===== src/hdl/gir_pkg.sv =====
// Purpose: shared constants for the instrument bus station
// Assumes: 40 MHz local clock, bus lines active low at the pins
// Notes: times are in ns, counts derived from the clock period
package gir_pkg;
  // ****************************************************************
  // clock and timing
  // ****************************************************************
  localparam int GIR_CLK_PERIOD_NS = 25;
  localparam int GIR_SETTLE_NS = 100; // data settle before valid
  localparam int GIR_SETTLE_CYC =
    (GIR_SETTLE_NS + GIR_CLK_PERIOD_NS - 1) / GIR_CLK_PERIOD_NS;
  localparam logic [3:0] GIR_SETTLE_CNT = 4'(GIR_SETTLE_CYC);
  // ****************************************************************
  // data layout and buffering
  // ****************************************************************
  localparam int GIR_DATA_W = 8;
  localparam int GIR_CHAR_W = 7; // character code width
  localparam int GIR_PAR_BIT = 7; // top bit: spare or parity
  localparam int GIR_FIFO_DEPTH = 8;
  localparam int GIR_FIFO_W = 9; // byte plus end mark
  localparam int GIR_EOM_BIT = 8;
  // ****************************************************************
  // line levels: negative logic on the cable
  // ****************************************************************
  localparam logic GIR_TRUE = 1'b0;
  localparam logic GIR_FALSE = 1'b1;
  // ****************************************************************
  // source handshake states
  // ****************************************************************
  typedef enum logic [2:0] {
    GIR_SH_IDLE,
    GIR_SH_WAIT_RFD,
    GIR_SH_SETTLE,
    GIR_SH_VALID,
    GIR_SH_DROP
  } gir_sh_e;
  // acceptor handshake states
  typedef enum logic [1:0] {
    GIR_AH_READY,
    GIR_AH_TAKE,
    GIR_AH_WAIT_END
  } gir_ah_e;
endpackage : gir_pkg


===== src/hdl/gir_station.sv =====
// Purpose: bus station with controller, talker and listener roles
// Assumes: cable lines are active low; open-collector pins split
//          into in, out and enable; 40 MHz local clock
// Notes: received bytes pass an 8-word buffer before the user port
//
// Notes on behaviour
// commands and data share eight lines, 7-bit code
// three-line interlocked handshake paces every byte
// all drive not-ready on commands, listeners on data
// all drive not-accepted on commands, listeners on data
// controller or addressed talker drives data-valid
// controller asserts attention for commands only; here it is also asserted with the end line during parallel poll
// only system controller drives interface clear
// only system controller drives remote enable
// service request any time, handshake independent
// talker marks final byte with end line
// controller uses end line for parallel poll
// all lines negative logic, low is true
// one active controller, handed over to idle one
// only system controller takes control itself
// address talker and listener before data flows
// talk-only and listen-only without a controller
// talker sends data, controller commands to all
// source waits ready, holds until accepted, drops valid
// two-stage sync on every bus input
module gir_station
  import gir_pkg::*;
(
  input wire logic clk,
  input wire logic reset,
  // user side: role straps and controls
  input wire logic sys_ctrl, // this station is system controller
  input wire logic talk_only, // controller-free sender
  input wire logic listen_only, // controller-free receiver
  input wire logic ctrl_take, // pulse: system controller seizes
  input wire logic ctrl_pass, // pulse: hand control away
  input wire logic ctrl_receive, // pulse: control handed to us
  input wire logic remote_req, // level: request remote mode
  input wire logic poll_req, // level: run a parallel poll
  input wire logic srq_req, // level: request service
  input wire logic addr_talk, // we are addressed as talker
  input wire logic addr_listen, // we are addressed as listener
  input wire logic peers_addressed, // controller has addressed peers
  // user side: byte to send
  input wire logic tx_valid,
  output logic tx_ready,
  input wire logic [GIR_DATA_W-1:0] tx_data,
  input wire logic tx_cmd, // byte is a command
  input wire logic tx_last, // last byte of message
  // user side: received byte
  output logic rx_valid,
  input wire logic rx_ready,
  output logic [GIR_DATA_W-1:0] rx_data,
  output logic rx_end,
  output logic rx_cmd,
  // status
  output logic cic, // we are active controller
  output logic srq_seen, // service request on the bus
  output logic ifc_seen, // interface clear on the bus
  output logic remote_mode, // bus in remote mode
  // cable pins, low true; oe high while we pull the line
  input wire logic [GIR_DATA_W-1:0] dio_in,
  output logic [GIR_DATA_W-1:0] dio_out,
  output logic [GIR_DATA_W-1:0] dio_oe,
  input wire logic dav_in,
  output logic dav_out,
  output logic dav_oe,
  input wire logic nrfd_in,
  output logic nrfd_out,
  output logic nrfd_oe,
  input wire logic ndac_in,
  output logic ndac_out,
  output logic ndac_oe,
  input wire logic atn_in,
  output logic atn_out,
  output logic atn_oe,
  input wire logic eoi_in,
  output logic eoi_out,
  output logic eoi_oe,
  input wire logic ifc_in,
  output logic ifc_out,
  output logic ifc_oe,
  input wire logic ren_in,
  output logic ren_out,
  output logic ren_oe,
  input wire logic srq_in,
  output logic srq_out,
  output logic srq_oe
);
  // ****************************************************************
  // input synchronisers
  // ****************************************************************
  localparam int NS = GIR_DATA_W + 8;
  logic [NS-1:0] raw_in;
  logic [NS-1:0] s1_reg, s2_reg; // first stage feeds second only
  assign raw_in = {dio_in, dav_in, nrfd_in, ndac_in, atn_in,
                   eoi_in, ifc_in, ren_in, srq_in};
  always_ff @(posedge clk or posedge reset) begin
    if (reset) begin
      s1_reg <= '1; // idle cable is high
      s2_reg <= '1;
    end else begin
      s1_reg <= raw_in;
      s2_reg <= s1_reg;
    end
  end
  // true-level views after sync; low on the cable is true
  logic [GIR_DATA_W-1:0] bus_data;
  logic bus_dav, bus_nrfd, bus_ndac, bus_atn, bus_eoi;
  logic bus_ifc, bus_ren, bus_srq;
  assign bus_data = ~s2_reg[NS-1:8];
  assign bus_dav = (s2_reg[7] == GIR_TRUE);
  assign bus_nrfd = (s2_reg[6] == GIR_TRUE);
  assign bus_ndac = (s2_reg[5] == GIR_TRUE);
  assign bus_atn = (s2_reg[4] == GIR_TRUE);
  assign bus_eoi = (s2_reg[3] == GIR_TRUE);
  assign bus_ifc = (s2_reg[2] == GIR_TRUE);
  assign bus_ren = (s2_reg[1] == GIR_TRUE);
  assign bus_srq = (s2_reg[0] == GIR_TRUE);

  // ****************************************************************
  // controller role
  // ****************************************************************
  logic cic_reg, cic_next; // active controller flag
  logic atn_reg, atn_next; // attention we drive
  logic ifc_reg, ifc_next; // interface clear we drive
  logic ren_reg, ren_next; // remote enable we drive
  logic idy_reg, idy_next; // poll identify on end line
  always_comb begin
    cic_next = cic_reg;
    // only the system controller may seize control
    if (sys_ctrl && ctrl_take) begin
      cic_next = 1'b1;
    end else if (bus_ifc && !sys_ctrl) begin
      // someone else cleared the bus: lose control
      // our own clear comes back late through the sync, so the
      // system controller ignores the line, not just its pulse
      cic_next = 1'b0;
    end else if (ctrl_pass) begin
      cic_next = 1'b0; // hand over to an idle controller
    end else if (ctrl_receive && !bus_atn) begin
      cic_next = 1'b1; // control received by hand-over
    end
    // pulse clear while seizing; held one cycle per request
    ifc_next = sys_ctrl && ctrl_take;
    ren_next = sys_ctrl && remote_req;
    // attention while a command byte is queued
    atn_next = cic_next && tx_valid && tx_cmd && !poll_req;
    // parallel poll: attention with end line
    idy_next = cic_next && poll_req;
    if (idy_next) begin
      atn_next = 1'b1;
    end
  end
  always_ff @(posedge clk or posedge reset) begin
    if (reset) begin
      cic_reg <= 1'b0;
      atn_reg <= 1'b0;
      ifc_reg <= 1'b0;
      ren_reg <= 1'b0;
      idy_reg <= 1'b0;
    end else begin
      cic_reg <= cic_next;
      atn_reg <= atn_next;
      ifc_reg <= ifc_next;
      ren_reg <= ren_next;
      idy_reg <= idy_next;
    end
  end

  // ****************************************************************
  // source handshake (talker or controller sending)
  // ****************************************************************
  gir_sh_e sh_reg, sh_next;
  logic [3:0] cnt_reg, cnt_next; // settle counter
  logic [GIR_DATA_W-1:0] txd_reg, txd_next; // byte on the lines
  logic eom_reg, eom_next; // end mark with final byte
  logic txr_reg, txr_next; // byte taken pulse
  logic can_send;
  // data only when addressed and controller has set up peers
  assign can_send = tx_cmd ? (cic_reg && atn_reg)
                           : (talk_only || (addr_talk && !bus_atn &&
                              (peers_addressed || !cic_reg)));
  always_comb begin
    sh_next = sh_reg;
    cnt_next = cnt_reg;
    txd_next = txd_reg;
    eom_next = eom_reg;
    txr_next = 1'b0;
    unique case (sh_reg)
      GIR_SH_IDLE: begin
        if (tx_valid && can_send && !idy_reg) begin
          txd_next = tx_data;
          eom_next = tx_last && !tx_cmd;
          sh_next = GIR_SH_WAIT_RFD;
        end
      end
      GIR_SH_WAIT_RFD: begin
        // wait until all acceptors are ready
        if (!bus_nrfd) begin
          cnt_next = GIR_SETTLE_CNT;
          sh_next = GIR_SH_SETTLE;
        end
      end
      GIR_SH_SETTLE: begin
        cnt_next = cnt_reg - 4'h1;
        if (cnt_reg == 4'h1) begin
          sh_next = GIR_SH_VALID;
        end
      end
      GIR_SH_VALID: begin
        // hold byte until every acceptor took it
        if (!bus_ndac) begin
          txr_next = 1'b1;
          sh_next = GIR_SH_DROP;
        end
      end
      GIR_SH_DROP: begin
        eom_next = 1'b0;
        sh_next = GIR_SH_IDLE; // valid dropped before next byte
      end
      default: sh_next = GIR_SH_IDLE;
    endcase
  end
  always_ff @(posedge clk or posedge reset) begin
    if (reset) begin
      sh_reg <= GIR_SH_IDLE;
      cnt_reg <= 4'h0;
      txd_reg <= 8'h00;
      eom_reg <= 1'b0;
      txr_reg <= 1'b0;
    end else begin
      sh_reg <= sh_next;
      cnt_reg <= cnt_next;
      txd_reg <= txd_next;
      eom_reg <= eom_next;
      txr_reg <= txr_next;
    end
  end

  // ****************************************************************
  // acceptor handshake (listener, or any station on commands)
  // ****************************************************************
  gir_ah_e ah_reg, ah_next;
  logic take_part; // we drive ready lines this byte
  logic push_v, push_rdy;
  logic [GIR_FIFO_W-1:0] push_w;
  logic [GIR_FIFO_W-1:0] pop_w;
  logic pop_v;
  // everyone on commands, listeners on data
  assign take_part = (bus_atn || addr_listen || listen_only) &&
                     (sh_reg == GIR_SH_IDLE);
  always_comb begin
    ah_next = ah_reg;
    push_v = 1'b0;
    push_w = {bus_eoi && !bus_atn, bus_data};
    unique case (ah_reg)
      GIR_AH_READY: begin
        if (take_part && bus_dav) begin
          ah_next = GIR_AH_TAKE;
        end
      end
      GIR_AH_TAKE: begin
        // store; commands are consumed locally, data buffered
        push_v = !bus_atn;
        if (bus_atn || push_rdy) begin
          ah_next = GIR_AH_WAIT_END;
        end
      end
      GIR_AH_WAIT_END: begin
        if (!bus_dav) begin
          ah_next = GIR_AH_READY;
        end
      end
      default: ah_next = GIR_AH_READY;
    endcase
  end
  always_ff @(posedge clk or posedge reset) begin
    if (reset) begin
      ah_reg <= GIR_AH_READY;
    end else begin
      ah_reg <= ah_next;
    end
  end

  // receive buffer; full buffer holds ready false on the bus
  gir_fifo #(
    .WIDTH(GIR_FIFO_W),
    .DEPTH(GIR_FIFO_DEPTH)
  ) u_rx_fifo (
    .clk(clk),
    .reset(reset),
    .in_valid(push_v),
    .in_ready(push_rdy),
    .in_data(push_w),
    .out_valid(pop_v),
    .out_ready(rx_ready),
    .out_data(pop_w)
  );

  // ****************************************************************
  // pin drivers, all registered, low true on the cable
  // ****************************************************************
  logic nrfd_d, ndac_d, dav_d, srq_d, eoi_d, rxc_d;
  logic [GIR_DATA_W-1:0] dio_d; // data lines to pull low
  logic [2:0] stat_d; // srq, ifc, ren levels seen
  always_comb begin
    // not ready unless idle and buffer has room
    nrfd_d = take_part && (ah_next != GIR_AH_READY || !push_rdy);
    // not accepted until byte is stored
    ndac_d = take_part && (ah_next != GIR_AH_WAIT_END);
    dav_d = (sh_next == GIR_SH_VALID);
    // a one bit pulls its line low while the byte is out
    dio_d = (sh_next != GIR_SH_IDLE) ? txd_next : 8'h00;
    eoi_d = (eom_next && dav_d) || idy_next;
    srq_d = srq_req; // no link to the handshake
    rxc_d = bus_atn;
    stat_d = {bus_srq, bus_ifc, bus_ren};
  end
  logic [4:0] pin_reg; // nrfd, ndac, dav, eoi, srq drive
  logic [GIR_DATA_W-1:0] dio_reg; // data line drive
  logic rxc_reg;
  logic [2:0] stat_reg; // status levels, three flops from the port
  always_ff @(posedge clk or posedge reset) begin
    if (reset) begin
      pin_reg <= 5'h00;
      dio_reg <= 8'h00;
      rxc_reg <= 1'b0;
      stat_reg <= 3'h0;
    end else begin
      pin_reg <= {nrfd_d, ndac_d, dav_d, eoi_d, srq_d};
      dio_reg <= dio_d;
      rxc_reg <= rxc_d;
      stat_reg <= stat_d;
    end
  end
  // drive low when true, release otherwise
  assign nrfd_oe = pin_reg[4];
  assign ndac_oe = pin_reg[3];
  assign dav_oe = pin_reg[2];
  assign dio_oe = dio_reg;
  assign eoi_oe = pin_reg[1];
  assign srq_oe = pin_reg[0];
  assign atn_oe = atn_reg;
  assign ifc_oe = ifc_reg;
  assign ren_oe = ren_reg;
  assign nrfd_out = GIR_TRUE;
  assign ndac_out = GIR_TRUE;
  assign dav_out = GIR_TRUE;
  assign dio_out = '0;
  assign eoi_out = GIR_TRUE;
  assign srq_out = GIR_TRUE;
  assign atn_out = GIR_TRUE;
  assign ifc_out = GIR_TRUE;
  assign ren_out = GIR_TRUE;

  // user outputs
  assign tx_ready = txr_reg;
  assign rx_valid = pop_v;
  assign rx_data = pop_w[GIR_DATA_W-1:0];
  assign rx_end = pop_w[GIR_EOM_BIT];
  assign rx_cmd = rxc_reg;
  assign cic = cic_reg;
  assign srq_seen = stat_reg[2];
  assign ifc_seen = stat_reg[1];
  assign remote_mode = stat_reg[0];
endmodule // gir_station


===== src/hdl/gir_fifo.sv =====
// Purpose: small first-in first-out buffer for received bytes
// Assumes: single clock, one push and one pop per cycle at most
// Notes: read data comes from a register, valid when out_valid high
module gir_fifo #(
  parameter int WIDTH = 9,
  parameter int DEPTH = 8
) (
  input wire logic clk,
  input wire logic reset,
  input wire logic in_valid,
  output logic in_ready,
  input wire logic [WIDTH-1:0] in_data,
  output logic out_valid,
  input wire logic out_ready,
  output logic [WIDTH-1:0] out_data
);
  // ****************************************************************
  // storage and pointers
  // ****************************************************************
  localparam int AW = $clog2(DEPTH);
  logic [WIDTH-1:0] mem_reg [DEPTH]; // word store
  logic [WIDTH-1:0] mem_next [DEPTH];
  logic [AW-1:0] wr_reg, wr_next; // write pointer
  logic [AW-1:0] rd_reg, rd_next; // read pointer
  logic [AW:0] cnt_reg, cnt_next; // words held, incl. output reg
  logic [WIDTH-1:0] dout_reg, dout_next; // registered read data
  logic ov_reg, ov_next; // output register full
  logic push, pop_mem;

  // next state: memory holds words behind the output register
  always_comb begin
    mem_next = mem_reg;
    wr_next = wr_reg;
    rd_next = rd_reg;
    cnt_next = cnt_reg;
    dout_next = dout_reg;
    ov_next = ov_reg;
    // honest full: refuse while every slot is taken
    push = in_valid && (cnt_reg != (AW+1)'(DEPTH));
    pop_mem = (cnt_reg > (AW+1)'(ov_reg)) && (!ov_reg || out_ready);
    if (out_valid && out_ready) begin
      ov_next = 1'b0;
    end
    if (pop_mem) begin
      // refill output register from oldest stored word
      dout_next = mem_reg[rd_reg];
      rd_next = rd_reg + 1'b1;
      ov_next = 1'b1;
    end
    if (push) begin
      mem_next[wr_reg] = in_data;
      wr_next = wr_reg + 1'b1;
    end
    cnt_next = cnt_reg + (AW+1)'(push) - (AW+1)'(out_valid && out_ready);
  end

  // registers only
  always_ff @(posedge clk or posedge reset) begin
    if (reset) begin
      for (int i = 0; i < DEPTH; i++) begin
        mem_reg[i] <= '0;
      end
      wr_reg <= '0;
      rd_reg <= '0;
      cnt_reg <= '0;
      dout_reg <= '0;
      ov_reg <= 1'b0;
    end else begin
      mem_reg <= mem_next;
      wr_reg <= wr_next;
      rd_reg <= rd_next;
      cnt_reg <= cnt_next;
      dout_reg <= dout_next;
      ov_reg <= ov_next;
    end
  end

  assign in_ready = (cnt_reg != (AW+1)'(DEPTH));
  assign out_valid = ov_reg;
  assign out_data = dout_reg;
endmodule // gir_fifo


===== config.mk =====
export PLATFORM = sky130hd
export DESIGN_NAME = gir_station
export DESIGN_NICKNAME = d
export VERILOG_FILES = /design/src/hdl/gir_pkg.sv /design/src/hdl/gir_station.sv /design/src/hdl/gir_fifo.sv
export SDC_FILE = /design/constraint.sdc
export NUM_CORES = 1
export LEC_CHECK = 0
export CAP_MARGIN = 25
export CORE_MARGIN = 2
export CORE_UTILIZATION = 50
export CTS_BUF_LIST = sky130_fd_sc_hd__clkbuf_8
export DETAILED_ROUTE_END_ITERATION = 10
export DONT_BUFFER_PORTS = 1
export GPL_TIMING_DRIVEN = 0
export PLACE_DENSITY = 0.67
export SETUP_SLACK_MARGIN = 0.15
export SLEW_MARGIN = 40
export SYNTH_ARGS = -nofsm -noshare
export SYNTH_HDL_FRONTEND = slang
export SYNTH_HIERARCHICAL = 1
export SYNTH_SLANG_ARGS = --single-unit

===== constraint.sdc =====
create_clock -name clk -period 3.8 [get_ports clk]
set_input_delay 0.38 -clock clk [delete_from_list [all_inputs] [get_ports clk]]
set_output_delay 0.38 -clock clk [all_outputs]
set_load 0.005 [all_outputs]

==> results of run 1 <==
[power breakdown]
group / total (mW) / leakage, nW / switching [mW] / internal, mW
clock: 1.47 / 0.250 / 0.602 / 0.864
combinational: 1.64 / 1.56 / 0.754 / 0.882
sequential: 2.52 / 2.07 / 0.273 / 2.25
[synthesized netlist by cell type (all sizes together)]
cell type,n
a311oi,2
nand3,4
o21ai,6
fa,1
and2,5
xnor2,5
a21oi,13
o2111ai,1
a311o,1
mux2,102
a211oi,2
nand2b,4
clkbuf,3
buf,28
nor3,3
a22o,8
o211ai,1
a22oi,1
nand4b,1
a31oi,2
xor2,1
a41o,1
o31ai,2
ha,12
mux4,18
nand2,11
conb,1
nand4,4
nor2,18
inv,30
and4,1
and4b,3
dfstp,32
dfrtp,133
or3b,1
o311ai,1
nor2b,3
a21o,1
[per-stage QoR]
stage	power (mW)	hold slack (ns)
2_1_floorplan	3.790	0.3452
3_3_place_gp	4.081	0.3455
3_5_place_dp	4.194	0.1613
4_1_cts	5.701	0.01463
5_1_grt	5.999	0.02580
6_report	5.621	0.04783
[cells by family (layout without fill, tap and decap cells)]
kind of cell,count (synthesis),count (layout)
other,1,16
DFF,165,165
AOI/OAI and AO/OA,42,42
and+or+nand+nor,58,58
buffers and inverters,61,114
xor gates and xnor gates,6,6
muxes,120,120
adders and majority gates,13,13
[what timing repair did]
item	CTS	global route
hold buffers	19	0
setup endpoints to repair	0	0
endpoints found under the hold margin	103	0
[cell usage in the layout (no fill, tap or decap), drive strengths merged, types with 2 or more instances in the layout]
| cell type | count |
|---|---|
| buf | 30 |
| a211oi | 2 |
| clkbuf | 25 |
| o31ai | 2 |
| clkinv | 4 |
| bufinv | 5 |
| inv | 31 |
| nor2 | 18 |
| mux4 | 18 |
| a311oi | 2 |
| dfrtp | 133 |
| conb | 16 |
| a31oi | 2 |
| o21ai | 6 |
| nand3 | 4 |
| a22o | 8 |
| nand2 | 11 |
| ha | 12 |
| and2 | 5 |
| and4b | 3 |
| nand4 | 4 |
| dlygate4sd3 | 19 |
| nor3 | 3 |
| nand2b | 4 |
| nor2b | 3 |
| xnor2 | 5 |
| a21oi | 13 |
| mux2 | 102 |
| dfstp | 32 |
[layout make-up]
cell class | count | share of cell area
clock buffer | 22 | 0.03773
tap | 180 | 0.02806
sequential | 165 | 0.5195
clock inverter | 10 | 0.02167
inverter | 30 | 0.01528
buffer | 31 | 0.03025
multi-input combinational | 255 | 0.3170
timing repair buffer | 21 | 0.03056
[layer usage]
layer  wire length (um)  up-vias  track usage
li1                   -     1749            -
met1               5521     1941       0.2401
met2               6353       75       0.3014
met3                621       12      0.06041
met4                142        0      0.07112
met5                  0        -            0
[worst paths after layout]
kind                                          start  depth (start not counted)                                 to
worst max-delay path            s2_reg[4]$_DFF_PP1_                         10     u_rx_fifo/cnt_reg[2]$_DFF_PP0_
worst min-delay path                      ctrl_take                          2                   ifc_oe$_DFF_PP0_
worst max register to register  s2_reg[4]$_DFF_PP1_                         10     u_rx_fifo/cnt_reg[2]$_DFF_PP0_
worst min register to register  s1_reg[9]$_DFF_PP1_                          0                s2_reg[9]$_DFF_PP1_
max in group asynchronous                     reset                          3  u_rx_fifo/out_data[4]$_DFFE_PP0P_
min in group asynchronous                     reset                          2               pin_reg[4]$_DFF_PP0_
==> metrics.yaml, run 1 <==
timing:
  rsz0062_at_grt: "false"
  period_needed_ns: 2.637
  worst_pin_slew_ns: 0.5911
  setup_viol: 0
  slew_headroom: 0.6044
  finalWorstSetupSlack_ns: 1.163
  finClkSkew_ns: 0.01051
  hold_violations: 0
  slew_viol_final: 0
  final.period_utilization: 0.6940
  fin_tns_setup_ns: 0
  fmax_ghz: 0.3792
synthesis:
  synth_compound_gate_area_share: 0.04336
  ys_ff_latch: 165
  synthMuxAreaShare: 0.2286
  synth_area_per_cell_um2: 15.05
  synth_xor_area_frac: 0.007495
  synthSimpleGateAreaFrac: 0.05050
  ys_seq_area_frac: 0.5946
  synthTopCellsByArea: "dfrtp_1 (47%), mux2_2 (16%), dfstp_2 (12%)"
  yosysWarnings: 6
  syn_inst: 466
  synth_top_cell_by_area: "dfrtp_1"
  synth_top_area_frac: 0.4747
  synthAdderAreaFrac: 0.02427
  synth_top_family_by_area: "multiplexers"
  netlist_area_um2: 7012
  synth_cell_types: 51
status:
  outcome: "finished clean"
finish:
  largest_register_ffs: 72
  antennaDiodeCount: 0
  fin_nets: 576
  final_layout_size_suffix_gt1_frac: 0.3951
  final_util: 0.5827
  multi_input_area_um2: 2544
  fillers: 1132
  fin_area_um2: 8025
  instances_no_fill: 714
  regArea_um2: 4169
  area_growth_pct: 14.45
floorplan:
  rows: 43
  die_h_um: 122.4
  core-area_um2: 13770
  start_util: 0.5091
  dieArea_um2: 14990
  die_w_um: 122.4
  io_pins: 90
placement:
  gp_congestion: 0.7539
  dp_hpwl_um: 8218
  placement.io_buffers: 0
  pre_cts_ws_ns: 1.174
  place_inst: 663
  dpl_cell_area_um2: 7358
global_route:
  grt_pass1_wl_um: 20930
  antenna_found_initial: 0
  grt.total_usage: 0.1881
  grt_start_max_net_pins: 64
  grt-ovfl-total: 0
  first_global_vias: 4104
clock_network:
  cts_buffer_depth: 2
  cts_made_buffers: 17
  cts_tree: "done"
  htree_levels: 4
  cts-resized-gates: 0
  postCtsSetupRepairBufs: 0
  cts.reportedPaths.clkPinSlew_ns: 0.08
  clock_latency_ns: 0.45
  clock-sinks: 165
  clockRootBuffer: "clkbuf_8"
route:
  drt_iter0_drc: 175
  vias: 3777
  drt-total-wl_um: 12640
  wl_per_cell_um: 17.70
  ant_nets: 0
  dr.pass1.iters: 4
  drc: 0
  via_per_inst: 5.290
worst_setup_path:
  cp_slowest_cell: "dfstp_2"
  cp_num_buf_inv: 4
  cp.required_ns: 4.13
  crit_type: "flip-flop to flip-flop"
  path_delay_family: "adder cells"
  r2r_slack_ns: 1.16
  startpoint_type: "flip-flop"
  cp_common_cell: "inv_1"
  critPathMaxStageDelay_ns: 0.57
  crit_path_max_fanout: 10
  end_kind: "flip-flop"
  arrival_ns: 2.97
  path_cells: "inv_1, nor2_1, clkbuf_1, nand2_1, ha_1, inv_1, ha_1, inv_1, fa_1, xnor2_1"
pwr:
  p_leak_nw: 3.886
  irDropWorstVdd_uv: 361.1
  cellPowerDensity_nw_per_um2: 700.4
worst_hold_path:
  holdCritPathClass: "primary input to flip-flop"
run:
  drv_cap: 0
Note: power is estimated with default switching activity, not from simulation.
==> run 2: changes to the inputs <==
- clock period: 3.8 -> 2.7 ns (I/O delays scaled with it)
==> run 2 against run 1 <==
Against the previous run:
- sequential power grew 41%
- power grew 42%
- global-route usage increased by 0.25 points
- critical endpoint unchanged
==> metrics.yaml, run 2 (same netlist as run 1, synthesis figures left out) <==
worst_setup_path:
  cp.required_ns: 3.04
  crit_type: "flip-flop to flip-flop"
  r2r_slack_ns: 0.28
  crit_path_max_fanout: 11
  arrival_ns: 2.76
  end_kind: "flip-flop"
  startpoint_type: "flip-flop"
clock_network:
  cts_tree: "done"
  clock-sinks: 165
  clockRootBuffer: "clkbuf_8"
  cts_buffer_depth: 2
  htree_levels: 4
  clock_latency_ns: 0.46
  cts.reportedPaths.clkPinSlew_ns: 0.08
  cts_made_buffers: 17
  postCtsSetupRepairBufs: 0
worst_hold_path:
  holdCritPathClass: "primary input to flip-flop"
global_route:
  first_global_vias: 4191
  grt.total_usage: 0.1907
  grt-ovfl-total: 0
  antenna_found_initial: 0
  grt_pass1_wl_um: 21220
  grt_start_max_net_pins: 55
timing:
  fmax_ghz: 0.4137
  finalWorstSetupSlack_ns: 0.2827
  hold_violations: 0
  setup_viol: 0
  whs_ns: 0.04252
  final.period_utilization: 0.8953
  rsz0062_at_grt: "false"
  period_needed_ns: 2.417
  slew_viol_final: 0
  worst_pin_slew_ns: 0.6163
  slew_headroom: 0.5876
  fin_tns_setup_ns: 0
  finClkSkew_ns: 0.008017
route:
  drt-total-wl_um: 12870
  wl_per_cell_um: 17.60
  via_per_inst: 5.304
  drt_iter0_drc: 142
  dr.pass1.iters: 4
  drc: 0
  ant_nets: 0
  vias: 3877
run:
  drv_cap: 0
finish:
  area_growth_pct: 17.61
  final_layout_size_suffix_gt1_frac: 0.3938
  fin_area_um2: 8247
  antennaDiodeCount: 0
  final_cell_mix: "dfrtp_1 (133), mux2_2 (98), dlygate4sd3_1 (33), dfstp_2 (32), inv_1 (27)"
  fin_nets: 593
  largest_register_ffs: 72
  layout_commonest_cell: "dfrtp_1"
placement:
  dpl_cell_area_um2: 7432
  placement.io_buffers: 0
  pre_cts_ws_ns: 0.03527
  dp_hpwl_um: 8677
  gp_congestion: 0.7506
floorplan:
  die_h_um: 122.4
  core-area_um2: 13770
  io_pins: 90
  start_util: 0.5091
  rows: 43
  dieArea_um2: 14990
  die_w_um: 122.4
pwr:
  p_leak_nw: 3.974
  irDropWorstVdd_uv: 486.9
  cellPowerDensity_nw_per_um2: 967.4
status:
  outcome: "finished clean"
==> run 2: changes by cell type in the layout (fill, tap and decap cells not counted), moves of 2 or more <==
cell	delta
clkbuf_8	-4
dlygate4sd3_1	+14
buf_16	+2
clkinvlp_4	+2
clkinv_4	+3
==> run 2: power by group <==
| part | switching [mW] | internal (mW) |
|---|---|---|
| Combinational | 1.07 | 1.27 |
| Sequential | 0.388 | 3.16 |
| Clock | 0.880 | 1.21 |
| Total | 2.34 | 5.64 |
==> run 2: worst paths after layout <==
path,startpoint,to,cells after the start
setup reg to reg,u_rx_fifo/cnt_reg[2]$_DFF_PP0_,u_rx_fifo/cnt_reg[2]$_DFF_PP0_,11
hold / removal,rx_ready,u_rx_fifo/out_valid$_DFFE_PP0P_,2
max in group asynchronous,reset,u_rx_fifo/mem_reg[40]$_DFFE_PP0P_,5
setup / recovery,u_rx_fifo/cnt_reg[2]$_DFF_PP0_,u_rx_fifo/cnt_reg[2]$_DFF_PP0_,11
hold reg to reg,s1_reg[14]$_DFF_PP1_,s2_reg[14]$_DFF_PP1_,0
min in group asynchronous,reset,ifc_oe$_DFF_PP0_,2
==> run 2: timing repair <==
action                     4_1_cts  5_1_grt
gates resized for setup          1        2
hold endpoints to repair       118        0
setup endpoints to repair        3        3
pin swaps                        0        0
hold buffers                    33        0
==> run 2: worst max-delay path: stages, from the launching register on <==
cell	delay, ns
dfrtp_1	0.38
inv_2	0.08
ha_1	0.15
or3b_1	0.40
buf_6	0.18
nand2_2	0.10
ha_1	0.24
inv_1	0.06
ha_1	0.16
inv_1	0.06
fa_1	0.37
xnor2_1	0.13
==> run 2: final cells by class <==
type	instances	area [um2]
clock buffer	18	247.7
buffer	31	244.0
fill	1120	5527
multi-input combinational	255	2546
inverter	30	121.4
tap	180	225.2
clock inverter	14	232.7
timing repair buffer	38	460.4
sequential	165	4169
==> run 2: through the flow <==
step,util,power [mW],std cells
2_1_floorplan,-,5.334,481
3_3_place_gp,0.5298,5.748,661
3_5_place_dp,0.5396,5.914,666
4_1_cts,0.5986,8.076,731
5_1_grt,0.5987,8.498,731
6_report,0.5987,7.978,731
==> run 2: per-layer routing <==
layer	GRT usage	vias up	wire [um]
li1	-	1776	-
met3	0.05716	16	553
met5	0	-	0
met1	0.2309	2012	5386
met2	0.3219	73	6709
met4	0.07256	0	216
